[src/tsq_cfg.svh]
// Register map, field positions, reset values and command codes of the trigger sequencer
`ifndef TSQ_CFG_SVH
`define TSQ_CFG_SVH

// ==========================================================
// Register word addresses
`define TSQ_ADDR_W 6
`define TSQ_A_CTRL 6'h00
`define TSQ_A_BTE 6'h01
`define TSQ_A_T0LIM 6'h02
`define TSQ_A_T1LIM 6'h03
`define TSQ_A_SDLIM 6'h04
`define TSQ_A_C0LIM 6'h05
`define TSQ_A_C1LIM 6'h06
`define TSQ_A_HOLD 6'h07
`define TSQ_A_ADJ 6'h08
`define TSQ_A_LIT 6'h09
`define TSQ_A_QPTR 6'h0a
`define TSQ_A_QUE0 6'h10

// ==========================================================
// Control register fields
`define TSQ_CTRL_EN 15
`define TSQ_CTRL_VIS 8
`define TSQ_CTRL_RUN 7
`define TSQ_CTRL_MASK 16'h8180

// ==========================================================
// Reset values
`define TSQ_RST_REG 16'h0000
`define TSQ_RST_QPTR 5'h00
`define TSQ_RST_CHSEL 6'h00

// ==========================================================
// Limit slots, ordered as the add and copy options select them
`define TSQ_LIM_C0 3'h0
`define TSQ_LIM_C1 3'h1
`define TSQ_LIM_T0 3'h2
`define TSQ_LIM_T1 3'h3
`define TSQ_LIM_SD 3'h4
`define TSQ_LIM_LIT 3'h5

// ==========================================================
// Step command byte: opcode in bits 7-4, option in bits 3-0
`define TSQ_OP_CTRL 4'h0
`define TSQ_OP_ADDCOPY 4'h1
`define TSQ_OP_STRB 3'h1
`define TSQ_OP_TRIG 3'h4
`define TSQ_OP_JMP 3'h5
`define TSQ_OP_JMPC0 3'h6
`define TSQ_OP_JMPC1 3'h7
`define TSQ_OPT_SD_OFF 4'h2
`define TSQ_OPT_SD_ON 4'h6
`define TSQ_OPT_WAIT_T0 4'h8
`define TSQ_OPT_WAIT_T1 4'h9
`define TSQ_OPT_CH_C0 4'hc
`define TSQ_OPT_CH_C1 4'hd
`define TSQ_OPT_CH_LIT 4'he
`define TSQ_OPT_BCAST 4'hf

// ==========================================================
// Sequencer clock divider default
`define TSQ_SEQ_DIV 1

`endif

[src/tsq_pkg.sv]
// Types shared by the trigger sequencer register set
package tsq_pkg;

  typedef enum logic [1:0] {
    TSQ_IDLE,
    TSQ_EXEC,
    TSQ_DELAY,
    TSQ_WAIT
  } tsq_fsm_t;

  // Broadcast fan-out, a clock bit and a trigger bit per compare target, one bit per capture or ADC target
  typedef struct packed {
    logic [3:0] adc_trig;
    logic [3:0] capture_trig;
    logic [3:0] compare_clk;
    logic [3:0] compare_trig;
  } tsq_fanout_t;

  typedef struct packed {
    tsq_fsm_t fsm;
    logic [4:0] div;
    logic [15:0] ctrl;
    logic [15:0] bte;
    logic [15:0] hold;
    logic [15:0] adj;
    logic [5:0][15:0] lims;
    logic [4:0] qptr;
    logic [15:0] t0;
    logic [15:0] t1;
    logic [15:0] sd;
    logic [15:0] c0;
    logic [15:0] c1;
    logic sd_en;
    logic wait_t1;
    logic [15:0] rdata;
    logic [5:0] chsel;
    tsq_fanout_t bcast;
    logic [31:0] trig;
    logic busy;
  } tsq_state_t;

endpackage

[src/tsq_regs.sv]
// Trigger sequencer register set with its step-command execution core
//
// Design decisions made here: the strobed register port and the register offsets.
`timescale 1ns/1ps
`include "tsq_cfg.svh"

module tsq_regs #(
  parameter int SEQ_DIV = `TSQ_SEQ_DIV,
  parameter int QUE_WORDS = 16
) (
  input wire logic CORE_CLK,
  input wire logic RESETN,
  input wire logic [`TSQ_ADDR_W-1:0] ADDR,
  input wire logic [15:0] WDATA,
  input wire logic WR_STB,
  input wire logic RD_STB,
  output logic [15:0] RDATA,
  output tsq_pkg::tsq_fanout_t BCAST_PULSE,
  output logic [31:0] TRIG_OUT,
  output logic [5:0] ADC_CHANNEL_SEL,
  output logic SEQ_BUSY
);

  // ==========================================================
  // Address decode helpers
  function automatic logic is_queue(input logic [`TSQ_ADDR_W-1:0] a);
    is_queue = (a >= `TSQ_A_QUE0) && ({1'b0, a} < 7'(`TSQ_A_QUE0) + 7'(QUE_WORDS));
  endfunction

  // Limit slot for an address; 3'h7 when the address is no limit register
  function automatic logic [2:0] lim_slot(input logic [`TSQ_ADDR_W-1:0] a);
    case (a)
      `TSQ_A_C0LIM: lim_slot = `TSQ_LIM_C0;
      `TSQ_A_C1LIM: lim_slot = `TSQ_LIM_C1;
      `TSQ_A_T0LIM: lim_slot = `TSQ_LIM_T0;
      `TSQ_A_T1LIM: lim_slot = `TSQ_LIM_T1;
      `TSQ_A_SDLIM: lim_slot = `TSQ_LIM_SD;
      `TSQ_A_LIT: lim_slot = `TSQ_LIM_LIT;
      default: lim_slot = 3'h7;
    endcase
  endfunction

  // Registers that freeze while the core runs; hold and literal stay writable
  function automatic logic is_locked(input logic [`TSQ_ADDR_W-1:0] a);
    is_locked = (a == `TSQ_A_BTE) || (a == `TSQ_A_ADJ) || (a == `TSQ_A_QPTR) ||
                is_queue(a) || ((lim_slot(a) != 3'h7) && (a != `TSQ_A_LIT));
  endfunction

  tsq_pkg::tsq_state_t st_r;
  tsq_pkg::tsq_state_t st_nxt;
  logic [15:0] queue_mem [QUE_WORDS];

  logic running;
  logic tick;
  logic exec_now;
  logic [15:0] que_word;
  logic [7:0] step;
  logic [3:0] opc;
  logic [3:0] opt;
  logic [4:0] target;
  logic [4:0] addr_q;
  logic [15:0] live_val;
  logic bcast_go;

  assign running = st_r.ctrl[`TSQ_CTRL_EN] && st_r.ctrl[`TSQ_CTRL_RUN];
  assign tick = (st_r.div == 5'(SEQ_DIV - 1));
  assign exec_now = tick && running && (st_r.fsm == tsq_pkg::TSQ_EXEC);
  assign addr_q = 5'(ADDR - `TSQ_A_QUE0);
  assign que_word = queue_mem[st_r.qptr[4:1]];
  assign step = st_r.qptr[0] ? que_word[15:8] : que_word[7:0];
  assign opc = step[7:4];
  assign opt = step[3:0];
  assign target = {opc[0], opt};
  assign bcast_go = exec_now && (opc == `TSQ_OP_CTRL) && (opt == `TSQ_OPT_BCAST);

  // ==========================================================
  // Step queue: kept out of the reset so a program survives any reset
  always_ff @(posedge CORE_CLK) begin
    if (WR_STB && is_queue(ADDR) && !(running && is_locked(ADDR))) begin
      queue_mem[addr_q[3:0]] <= WDATA;
    end
  end

  // ==========================================================
  // Live value behind a limit address when visibility is on
  always_comb begin
    case (lim_slot(ADDR))
      `TSQ_LIM_C0: live_val = st_r.c0;
      `TSQ_LIM_C1: live_val = st_r.c1;
      `TSQ_LIM_T0: live_val = st_r.t0;
      `TSQ_LIM_T1: live_val = st_r.t1;
      `TSQ_LIM_SD: live_val = st_r.sd;
      default: live_val = st_r.lims[`TSQ_LIM_LIT];
    endcase
  end

  // ==========================================================
  // Next state
  always_comb begin
    logic [2:0] slot;
    logic step_done;
    slot = lim_slot(ADDR);
    step_done = 1'b0;
    st_nxt = st_r;
    st_nxt.bcast = '0;
    st_nxt.trig = '0;
    st_nxt.rdata = '0;
    st_nxt.div = tick ? 5'h00 : 5'(st_r.div + 5'h01);

    // Software write port
    if (WR_STB && !(running && is_locked(ADDR))) begin
      if (ADDR == `TSQ_A_CTRL) begin
        st_nxt.ctrl = WDATA & `TSQ_CTRL_MASK;
      end else if (ADDR == `TSQ_A_BTE) begin
        st_nxt.bte = WDATA;
      end else if (ADDR == `TSQ_A_HOLD) begin
        st_nxt.hold = WDATA;
      end else if (ADDR == `TSQ_A_ADJ) begin
        st_nxt.adj = WDATA;
      end else if (ADDR == `TSQ_A_QPTR) begin
        st_nxt.qptr = WDATA[4:0];
      end else if (slot != 3'h7) begin
        st_nxt.lims[slot] = WDATA;
      end
    end

    // Software read port, data valid one cycle after the strobe
    if (RD_STB) begin
      if (ADDR == `TSQ_A_CTRL) begin
        st_nxt.rdata = st_r.ctrl;
      end else if (ADDR == `TSQ_A_BTE) begin
        st_nxt.rdata = st_r.bte;
      end else if (ADDR == `TSQ_A_HOLD) begin
        st_nxt.rdata = st_r.hold;
      end else if (ADDR == `TSQ_A_ADJ) begin
        st_nxt.rdata = st_r.adj;
      end else if (ADDR == `TSQ_A_QPTR) begin
        st_nxt.rdata = {11'h000, st_r.qptr};
      end else if (is_queue(ADDR)) begin
        st_nxt.rdata = queue_mem[addr_q[3:0]];
      end else if (slot == `TSQ_LIM_LIT) begin
        st_nxt.rdata = st_r.lims[slot];
      end else if (slot != 3'h7) begin
        st_nxt.rdata = st_r.ctrl[`TSQ_CTRL_VIS] ? live_val : st_r.lims[slot];
      end
    end

    // Execution core, advancing once per sequencer clock
    if (!running) begin
      st_nxt.fsm = tsq_pkg::TSQ_IDLE;
    end else if (tick) begin
      case (st_r.fsm)
        tsq_pkg::TSQ_IDLE: begin
          st_nxt.fsm = tsq_pkg::TSQ_EXEC;
        end
        tsq_pkg::TSQ_EXEC: begin
          step_done = 1'b1;
          st_nxt.qptr = 5'(st_r.qptr + 5'h01);
          if (opc == `TSQ_OP_CTRL) begin
            case (opt)
              `TSQ_OPT_SD_OFF: st_nxt.sd_en = 1'b0;
              `TSQ_OPT_SD_ON: st_nxt.sd_en = 1'b1;
              `TSQ_OPT_WAIT_T0, `TSQ_OPT_WAIT_T1: begin
                step_done = 1'b0;
                st_nxt.wait_t1 = opt[0];
                st_nxt.t0 = '0;
                st_nxt.t1 = '0;
                st_nxt.fsm = tsq_pkg::TSQ_WAIT;
              end
              `TSQ_OPT_CH_C0: st_nxt.chsel = st_r.c0[5:0];
              `TSQ_OPT_CH_C1: st_nxt.chsel = st_r.c1[5:0];
              `TSQ_OPT_CH_LIT: st_nxt.chsel = st_r.lims[`TSQ_LIM_LIT][5:0];
              `TSQ_OPT_BCAST: begin
                st_nxt.bcast.compare_clk = st_r.bte[7:4];
                st_nxt.bcast.compare_trig = st_r.bte[3:0];
                st_nxt.bcast.capture_trig = st_r.bte[11:8];
                st_nxt.bcast.adc_trig = st_r.bte[15:12];
              end
              default: st_nxt.sd_en = st_r.sd_en;
            endcase
          end else if (opc == `TSQ_OP_ADDCOPY) begin
            if (opt[2:0] <= `TSQ_LIM_LIT) begin
              if (opt[3]) begin
                st_nxt.lims[opt[2:0]] = st_r.hold;
              end else begin
                st_nxt.lims[opt[2:0]] = 16'(st_r.lims[opt[2:0]] + st_r.adj);
              end
            end
          end else if (opc[3:1] == `TSQ_OP_STRB) begin
            st_nxt.chsel = {1'b0, target};
          end else if (opc[3:1] == `TSQ_OP_TRIG) begin
            st_nxt.trig[target] = 1'b1;
          end else if (opc[3:1] == `TSQ_OP_JMP) begin
            st_nxt.qptr = target;
          end else if (opc[3:1] == `TSQ_OP_JMPC0) begin
            if (st_r.c0 == st_r.lims[`TSQ_LIM_C0]) begin
              st_nxt.c0 = '0;
            end else begin
              st_nxt.c0 = 16'(st_r.c0 + 16'h0001);
              st_nxt.qptr = target;
            end
          end else if (opc[3:1] == `TSQ_OP_JMPC1) begin
            if (st_r.c1 == st_r.lims[`TSQ_LIM_C1]) begin
              st_nxt.c1 = '0;
            end else begin
              st_nxt.c1 = 16'(st_r.c1 + 16'h0001);
              st_nxt.qptr = target;
            end
          end
        end
        tsq_pkg::TSQ_WAIT: begin
          if (st_r.wait_t1) begin
            if (st_r.t1 == st_r.lims[`TSQ_LIM_T1]) begin
              step_done = 1'b1;
            end else begin
              st_nxt.t1 = 16'(st_r.t1 + 16'h0001);
            end
          end else begin
            if (st_r.t0 == st_r.lims[`TSQ_LIM_T0]) begin
              step_done = 1'b1;
            end else begin
              st_nxt.t0 = 16'(st_r.t0 + 16'h0001);
            end
          end
          if (!step_done) begin
            st_nxt.fsm = tsq_pkg::TSQ_WAIT;
          end
        end
        tsq_pkg::TSQ_DELAY: begin
          if (st_r.sd == st_r.lims[`TSQ_LIM_SD]) begin
            st_nxt.fsm = tsq_pkg::TSQ_EXEC;
          end else begin
            st_nxt.sd = 16'(st_r.sd + 16'h0001);
          end
        end
        default: begin
          st_nxt.fsm = tsq_pkg::TSQ_IDLE;
        end
      endcase
      // The executing clock is the first of the limit+1 delay clocks
      if (step_done) begin
        if (st_r.sd_en && (st_r.lims[`TSQ_LIM_SD] != 16'h0000)) begin
          st_nxt.sd = 16'h0001;
          st_nxt.fsm = tsq_pkg::TSQ_DELAY;
        end else begin
          st_nxt.fsm = tsq_pkg::TSQ_EXEC;
        end
      end
    end
    st_nxt.busy = (st_nxt.fsm != tsq_pkg::TSQ_IDLE);
  end

  // ==========================================================
  // State register
  always_ff @(posedge CORE_CLK) begin
    if (!RESETN) begin
      st_r <= '0;
      st_r.fsm <= tsq_pkg::TSQ_IDLE;
      st_r.sd_en <= 1'b1;
      st_r.qptr <= `TSQ_RST_QPTR;
      st_r.chsel <= `TSQ_RST_CHSEL;
    end else begin
      st_r <= st_nxt;
    end
  end

  assign RDATA = st_r.rdata;
  assign BCAST_PULSE = st_r.bcast;
  assign TRIG_OUT = st_r.trig;
  assign ADC_CHANNEL_SEL = st_r.chsel;
  assign SEQ_BUSY = st_r.busy;
endmodule // tsq_regs

[config.mk]
export PLATFORM = sky130hd
export DESIGN_NAME = tsq_regs
export DESIGN_NICKNAME = d
export VERILOG_FILES = /design/src/tsq_pkg.sv /design/src/tsq_regs.sv
export VERILOG_INCLUDE_DIRS = /design/src
export SDC_FILE = /design/constraint.sdc
export NUM_CORES = 1
export LEC_CHECK = 0
export ABC_CLOCK_PERIOD_IN_PS = 5530
export BUFFER_PORTS_ARGS = -buffer_cell sky130_fd_sc_hd__buf_2
export CAP_MARGIN = 10
export CORE_MARGIN = 2
export CORE_UTILIZATION = 45
export DETAILED_ROUTE_END_ITERATION = 12
export PLACE_DENSITY_LB_ADDON = 0.05
export SLEW_MARGIN = 20
export SYNTH_ARGS = -nofsm -noshare
export SYNTH_HDL_FRONTEND = slang
export SYNTH_SLANG_ARGS = --single-unit
[constraint.sdc]
create_clock -name CORE_CLK -period 5.53 [get_ports CORE_CLK]
set_input_delay 1.659 -clock CORE_CLK [delete_from_list [all_inputs] [get_ports CORE_CLK]]
set_output_delay 1.659 -clock CORE_CLK [all_outputs]
set_load 0.02 [all_outputs]
== Yosys cells after proc, flatten, opt, wreduce, memory -nomap -nowiden ==
Memories as Yosys holds them, arrays and structs flattened. A register that Yosys moved wholly into a read port is not among the register bits.
Cells that the tools add are included.
Cells by class
  bitwise logic cells: 14
  eq/ne operators: 47
  add/sub/neg operators: 9
  order comparisons: 9
  reduce and logical (&&, ||, !) cells: 44
  muxes and demuxes: 100
Operator list (count)
  2-to-1 mux 101 bit: 7
  2-to-1 mux 96 bit: 5
  2-to-1 mux 16 bit: 26
  2-to-1 mux 183 bit: 2
  bitwise mux 96 bit: 3
  2-to-1 mux 32 bit: 7
  binary-select mux 16 bit (select 3 bit): 2
  demux 16 bit (select 3 bit): 2
  adder 16 x 1 -> 16 bit (second input constant): 5
  equality test 16 bit: 5
  case mux 16 bit (5 select lines): 1
  case mux 32 bit (2 select lines): 1
  2-to-1 mux 5 bit: 9
  2-to-1 mux 34 bit: 1
  equality test 4 bit (second input constant): 6
  equality test 6 x 3 -> 1 bit (second input constant): 4
  equality test 3 bit (second input constant): 6
  equality test 6 x 4 -> 1 bit (second input constant): 3
  2-to-1 mux 2 bit: 9
  2-to-1 mux 6 bit: 3
  case mux 3 bit (6 select lines): 1
  case mux 6 bit (3 select lines): 1
  adder 16 bit: 1
  nonzero test 16 bit: 1
  other kinds (49): 112
Word-level totals
  bits of input ports: 26
  flip-flop bits (word level): 312
  output and inout bits: 71
  memories kept: 1
  memory bits (writable): 256
  logic and storage cells: 253
Memories
  queue_mem: words 16, width 16, read ports 2, clocked after memory_dff 1, wr ports 1, line tsq_regs.sv:51  | logic [15:0] queue_mem [QUE_WORDS];

== Longest topological paths before layout ==
Gate-level depths: netlist of run 1.
  depth in word-level cells: 23
  depth in mapped cells: 25
  mapped depth without buffers: 19

== Worst setup path after synthesis of run 1 ==
No wires, ideal clock.
  path kind: flip-flop to flip-flop
  from: register st_r[154] (netlist name)
  to: register st_r[172] in the netlist's numbering
  data arrival time: 5.191 ns
  stages on the path, launching flop included: 23
  period minus slack after synthesis: 5.329 ns
  data required time: 5.393 ns
  setup slack: 0.201 ns
  path through: dfxtp_1 -> buf_6 -> buf_8 -> mux4_2 -> mux4_2 -> nand2_1 -> and3_1 -> clkbuf_1 -> buf_1 -> nand3_1 -> nand3_1 -> o21ai_0 -> ha_1 -> fa_1 -> a21o_1 -> a21oi_1 -> o211ai_1 -> a41oi_1 -> o21ai_0 -> a21o_1 -> a211oi_1 -> and2_1 -> a211oi_1
RTL lines
  to (signal assigned): line tsq_regs.sv:263  | st_r <= st_nxt;
  to (decl): line tsq_regs.sv:49  | tsq_pkg::tsq_state_t st_r;

==> metrics.txt, run 1 <==
count of final hold-check violations 0; Sw Pwr 2090 uW; initial antenna violation count 3; #FFs+latches synth 568; WL per Instance 30.4 um; Synth top area share 25.7%; Min Hold Slack 0.463 ns; CP Launch Type register; Final Slew Violations 0; Worst-Margin Slew 1.08 ns; Logic pwr share 4.5%; fin worst setup slack 0.429 ns; Clk network pwr share 46.6%; Power Dens Cells 272 mW/mm2; storage element area 0.0139 mm2; Inserted Clock Buffers 61; Fillers 5870; first-pass GRT wire length 162000 um; grt ovf 0; Synth Flop Type dfxtp_1; sequential share of the synthesized area 46.7%; WP data required 6.04 ns; peak supply drop 279 uV; clock root buffer clkbuf_16; Flop pwr share 48.8%; Multi-input gate area 0.0146 mm2; Slew headroom 27.9%; Ant. Diodes 0; Rows 94; Post-synth EDFFs 256; status complete, no violations; via count 23600; GR Util All Layers 32.8%; max-cap violations 0; DP Worst Slack 0.00517 ns; Hold Crit Class register to register; share of cells above drive strength 1 19.4%; H-tree depth 2; Syn Inst Count 2795; largest net degree at the start of global routing 72; Final ANT Viol Nets 0; Core Box Area 0.0657 mm2; vias in the first global route 22800; final number of setup-violating endpoints 0; Setup Crit Path Kind register to register; die width 262 um; DR iter-0 viols 2482; Detailed Routing Iterations Pass 1 7; Via density 6.35; Final nets 2853; Fin Clk Skew 0.0272 ns; WP data arrival 5.61 ns; Worst-path clk slew 0.06 ns; Avg Cell Area, Syn 10.7 um2; Yosys Warn Count 0; area leader, netlist edfxtp_1; cts hold-fix bufs 0; Worst-Skew Late Latency 0.67 ns; P_int 6930 uW; CTS tree yes; Sink Count 568; crit path capture type register; drt total wl 113000 um; Sw Ratio 23.2%; hpwl dp 81600 um; critical path peak fanout 25; synth unique cells 87; Layout area overhead 11.1%; DIE AREA 0.0684 mm2; Remaining DRCs 0; crit path time final 5.10 ns; Syn Std Cell Area 0.0299 mm2; final worst path period share 92.2%; I/O Pins 97; LEAKAGE 0.0116 uW; Setup TNS 0 ns; dominant cells by area after synthesis edfxtp_1 26%, dfxtp_1 21%, mux4_2 10%; f_max 0.196 GHz; syn nets 2849; die span in y 262 um; Initial Util 45.4%; clk buf depth 3; asr flop ratio synth 0%; number of I/O port buffers 96; routability cong. 0.990
[area by class of cell]
cell class                 count  area share (%)
clock inverter                33            1.07
tap                          864            3.26
multi-input combinational   1925            43.9
inverter                      30           0.347
clock buffer                  80            5.14
sequential                   568            42.0
timing repair buffer         213            4.27
[metal layers]
metal  wire, um  global-route usage (%)
met1      45200                    42.0
met2      52700                    53.5
met3       7970                    5.30
met4       7050                    17.6
met5         21                       0
[synth_stat cells (all sizes together) (3+ instances only)]
library cell	count
inv	29
clkbuf	147
o211ai	9
a211oi	94
nor3b	9
xnor2	68
o31a	4
and3b	3
nand2	290
nor4	49
edfxtp	256
nand3b	3
a222oi	8
o22ai	23
nor2b	9
a21oi	101
o31ai	4
and3	20
or3	18
o21ai	115
xor2	91
nor3	38
nand4	35
nor2	297
ha	27
mux2	28
dfxtp	312
o221ai	4
a31oi	32
mux2i	134
and2	28
a21o	5
nand2b	16
nand3	107
buf	125
a221oi	26
a22oi	38
a22o	7
mux4	148
or2	8
[cell usage in the layout (no fill, tap or decap), drive strengths merged, types with 68 or more instances in the layout]
| cell | count |
|---|---|
| a21oi | 101 |
| xor2 | 91 |
| xnor2 | 68 |
| mux2i | 134 |
| nand3 | 107 |
| nand2 | 290 |
| nor2 | 297 |
| clkbuf | 80 |
| dfxtp | 312 |
| mux4 | 148 |
| o21ai | 115 |
| a211oi | 94 |
| buf | 213 |
| edfxtp | 256 |
[what timing repair did]
action,in CTS,in global routing
resized for setup,1,12
endpoints found under the setup margin,2,23
buffers inserted,5,0
cloned,0,0
[registers in the layout, indices dropped and copies added, names as in the netlist]
| name | cells |
|---|---|
| ADC_CHANNEL_SEL | 6 |
| SEQ_BUSY | 1 |
| st_r | 241 |
| BCAST_PULSE | 16 |
| RDATA | 16 |
| TRIG_OUT | 32 |
| queue_mem | 256 |
[power by group through the flow]
stage                     Clock [uW]  Combinational (uW)  Sequential [uW]
after detailed placement           0                 402             4500
after global routing            4430                 428             4410
final                           4210                 408             4410
after floorplan                    0                 237             4490
after CTS                       4270                 404             4410
after global placement             0                 399             4500
[worst max-delay path, cell delays in order, from the launching register on]
cell and delay (ns):
dfxtp_4 0.39, buf_4 0.14, buf_4 0.14, mux4_2 0.49, a22oi_1 0.25, o31ai_1 0.17, nor2_4 0.28, buf_6 0.28
nand2_1 0.08, nand3_1 0.14, nand3_1 0.09, o21ai_0 0.16, ha_1 0.32, a211oi_1 0.38, o211ai_1 0.24, a311oi_2 0.33
o211ai_1 0.12, o211ai_1 0.22, o21ai_0 0.23, a21oi_1 0.15, nand3b_1 0.24, a31oi_1 0.11
[logic make-up (layout without fill, tap and decap cells)]
family | count (synthesis) | in the layout | share of synthesized area (%)
simple gates | 937 | 937 | 14.7
flops | 568 | 568 | 46.7
compound gates | 491 | 491 | 10.8
mux | 310 | 310 | 16.9
buf+inv | 302 | 356 | 5.05
xor+xnor | 159 | 159 | 4.66
fa+ha+maj | 28 | 28 | 1.20
[stage by stage]
| stage | power (uW) | instances | utilization (%) | cell area [um2] |
|---|---|---|---|---|
| final | 9030 | 3713 | 50.5 | 33200 |
| after global routing | 9270 | 3713 | 50.5 | 33200 |
| after CTS | 9080 | 3713 | 50.4 | 33100 |
| after detailed placement | 4900 | 3595 | 47.2 | 31000 |
| after global placement | 4900 | 3595 | 47.2 | 31000 |
| after floorplan | 4730 | 2795 | - | 29900 |
[path summary, 6_finish.rpt]
kind	from	endpoint	slack, ns	cells past startpoint
max reg2reg	st_r[154]	st_r[253]	0.43	21
min	st_r[318]	st_r[318]	0.46	1
min reg2reg	st_r[318]	st_r[318]	0.46	1
max	st_r[154]	st_r[253]	0.43	21
Note: power is estimated with default switching activity, not from simulation.
==> run 2, diff against run 1 <==
--- a/config.mk
+++ b/config.mk
@@ -6,9 +6,10 @@
 export SDC_FILE = /design/constraint.sdc
 export NUM_CORES = 1
 export LEC_CHECK = 0
-export ABC_CLOCK_PERIOD_IN_PS = 5530
+export ABC_CLOCK_PERIOD_IN_PS = 5700
 export BUFFER_PORTS_ARGS = -buffer_cell sky130_fd_sc_hd__buf_2
 export CAP_MARGIN = 10
+export CORE_ASPECT_RATIO = 0.5
 export CORE_MARGIN = 2
 export CORE_UTILIZATION = 45
 export DETAILED_ROUTE_END_ITERATION = 12
==> constraint.sdc (replaced) <==
create_clock -name CORE_CLK -period 5.7 [get_ports CORE_CLK]
set_input_delay 1.71 -clock CORE_CLK [delete_from_list [all_inputs] [get_ports CORE_CLK]]
set_output_delay 1.71 -clock CORE_CLK [all_outputs]
set_load 0.02 [all_outputs]
==> run 2 against run 1 <==
Clock power decreased by 11%. Register-to-register slack hardly changed. Sequential cell count unchanged. Sequential share of layout area increased by 0.41 points. Via count shrank 0.52%. Combinational power shrank 3%. Critical path type unchanged. Largest power group unchanged.
==> metrics.txt, run 2 (same netlist as run 1, synthesis figures left out) <==
f_max 0.189 GHz; Setup Crit Path Kind register to register; Detailed Routing Iterations Pass 1 8; max FFs per register 256; max-cap violations 0; clk buf depth 3; Fillers 5939; H-tree depth 2; largest net degree at the start of global routing 101; crit path capture type register; critical path peak fanout 17; Setup TNS 0 ns; Via density 6.32; CP Launch Type register; Final nets 2836; Core Box Area 0.0653 mm2; die width 368 um; Inserted Clock Buffers 53; Hold Crit Class register to register; routability cong. 0.986; Rows 66; die span in y 186 um; I/O Pins 97; cts hold-fix bufs 0; Layout area overhead 9.98%; most common cell after layout, fill and taps aside dfxtp_1; via count 23500; post-layout util 50.3%; CP max-delay cell dfxtp_4; Initial Util 45.7%; share of cells above drive strength 1 18.4%; CTS tree yes; DR iter-0 viols 3035; LEAKAGE 0.0114 uW; drt total wl 109000 um; storage element area 0.0139 mm2; DIE AREA 0.0686 mm2; number of I/O port buffers 96; final number of setup-violating endpoints 0; clock root buffer clkbuf_16; initial antenna violation count 5; vias in the first global route 21800; Fin Clk Skew 0.0307 ns; status complete, no violations; Final Slew Violations 0; first-pass GRT wire length 155000 um; count of final hold-check violations 0; CP most frequent cell a211oi_1; hpwl dp 75500 um; commonest non-fill, non-tap cells in the layout 310 x dfxtp_1, 288 x nand2_1, 273 x nor2_1, 256 x edfxtp_1, 136 x mux4_2; WP data arrival 5.83 ns; grt ovf 0; total power 8430 uW; WP data required 6.25 ns; GR Util All Layers 31.2%; final worst path period share 92.7%; WL per Instance 29.3 um; Remaining DRCs 0; Power Dens Cells 257 mW/mm2; Worst-path clk slew 0.07 ns; RSZ-0062 raised after global routing no; delay of the slowest cell on the worst path 0.60 ns; Slew headroom 27.1%; Final ANT Viol Nets 0; Multi-input gate area 0.0145 mm2; crit path time final 5.28 ns; Sink Count 568; peak supply drop 263 uV; Worst-Skew Late Latency 0.64 ns; ordered list of cells on the worst path mux4_2 > mux4_2 > nand2_1 > and3_1 > buf_4 > nand2_1 > o21ai_0 > ha_1 > a21o_1 > a21oi_1 > o211ai_1 > a41oi_1 > o21ai_0 > a211oi_1 > a211oi_1 > buf_4 > and2_1 > a211oi_1; Worst-Margin Slew 1.09 ns
==> run 2: changes by cell type in the layout (fill, tap and decap cells not counted), moves of 3 or more <==
cell and change:
buf_6 -3, buf_4 -7, clkinv_2 -4, clkbuf_2 -3
clkbuf_16 -9, clkbuf_8 -4
==> run 2: critical path: cells and delay by family (launching register included) <==
family                     cells  cell delay [ns]
muxes                          2             1.03
and+or+nand+nor                4             0.75
buffers and inverters          2             0.41
AOI/OAI and AO/OA              9             2.07
DFF                            1             0.60
adders and majority gates      1             0.33
==> run 2: where the power goes <==
group | internal, uW | switching [uW] | leakage [uW]
clock | 2050 | 1710 | 0.000857
combinational | 124 | 271 | 0.00571
sequential | 4260 | 11.7 | 0.00482
==> run 2: cell type report <==
class	count	area share (%)
Sequential cell	568	42.4
Clock inverter	33	1.15
Timing Repair Buffer	204	4.13
Antenna cell	1	0.00762
Multi-Input combinational cell	1925	44.3
Clock buffer	65	4.30
Tap cell	884	3.37
Inverter	30	0.350
==> run 2: final timing paths <==
check                           startpoint   endpoint  slack [ns]  depth (start not counted)
worst max-delay path             st_r[154]  st_r[172]        0.42                         18
worst min-delay path             st_r[318]  st_r[318]        0.47                          1
worst max register to register   st_r[154]  st_r[172]        0.42                         18
worst min register to register   st_r[318]  st_r[318]        0.47                          1
==> run 2: routing by layer <==
layer	wire (um)	GRT usage, %	share of wire, %
met5	38	0	0.035
met4	2990	8.46	2.7
met3	10500	6.81	9.7
met2	47300	47.3	44
met1	47800	45.2	44
==> run 2: what timing repair did <==
action	in CTS	in global routing
resized for setup	0	2
setup buffers	0	1
endpoints found under the setup margin	0	26
==> run 2: through the flow <==
step | hold WS [ns] | instance area [um2] | setup WS, ns | instances
2_1_floorplan | 0.430 | 29900 | 0.371 | 2795
3_3_place_gp | 0.451 | 31000 | 0.335 | 3610
3_5_place_dp | 0.461 | 31000 | 0.242 | 3610
4_1_cts | 0.475 | 32800 | 0.212 | 3708
5_1_grt | 0.493 | 32800 | 0.0338 | 3709
6_report | 0.469 | 32800 | 0.416 | 3710
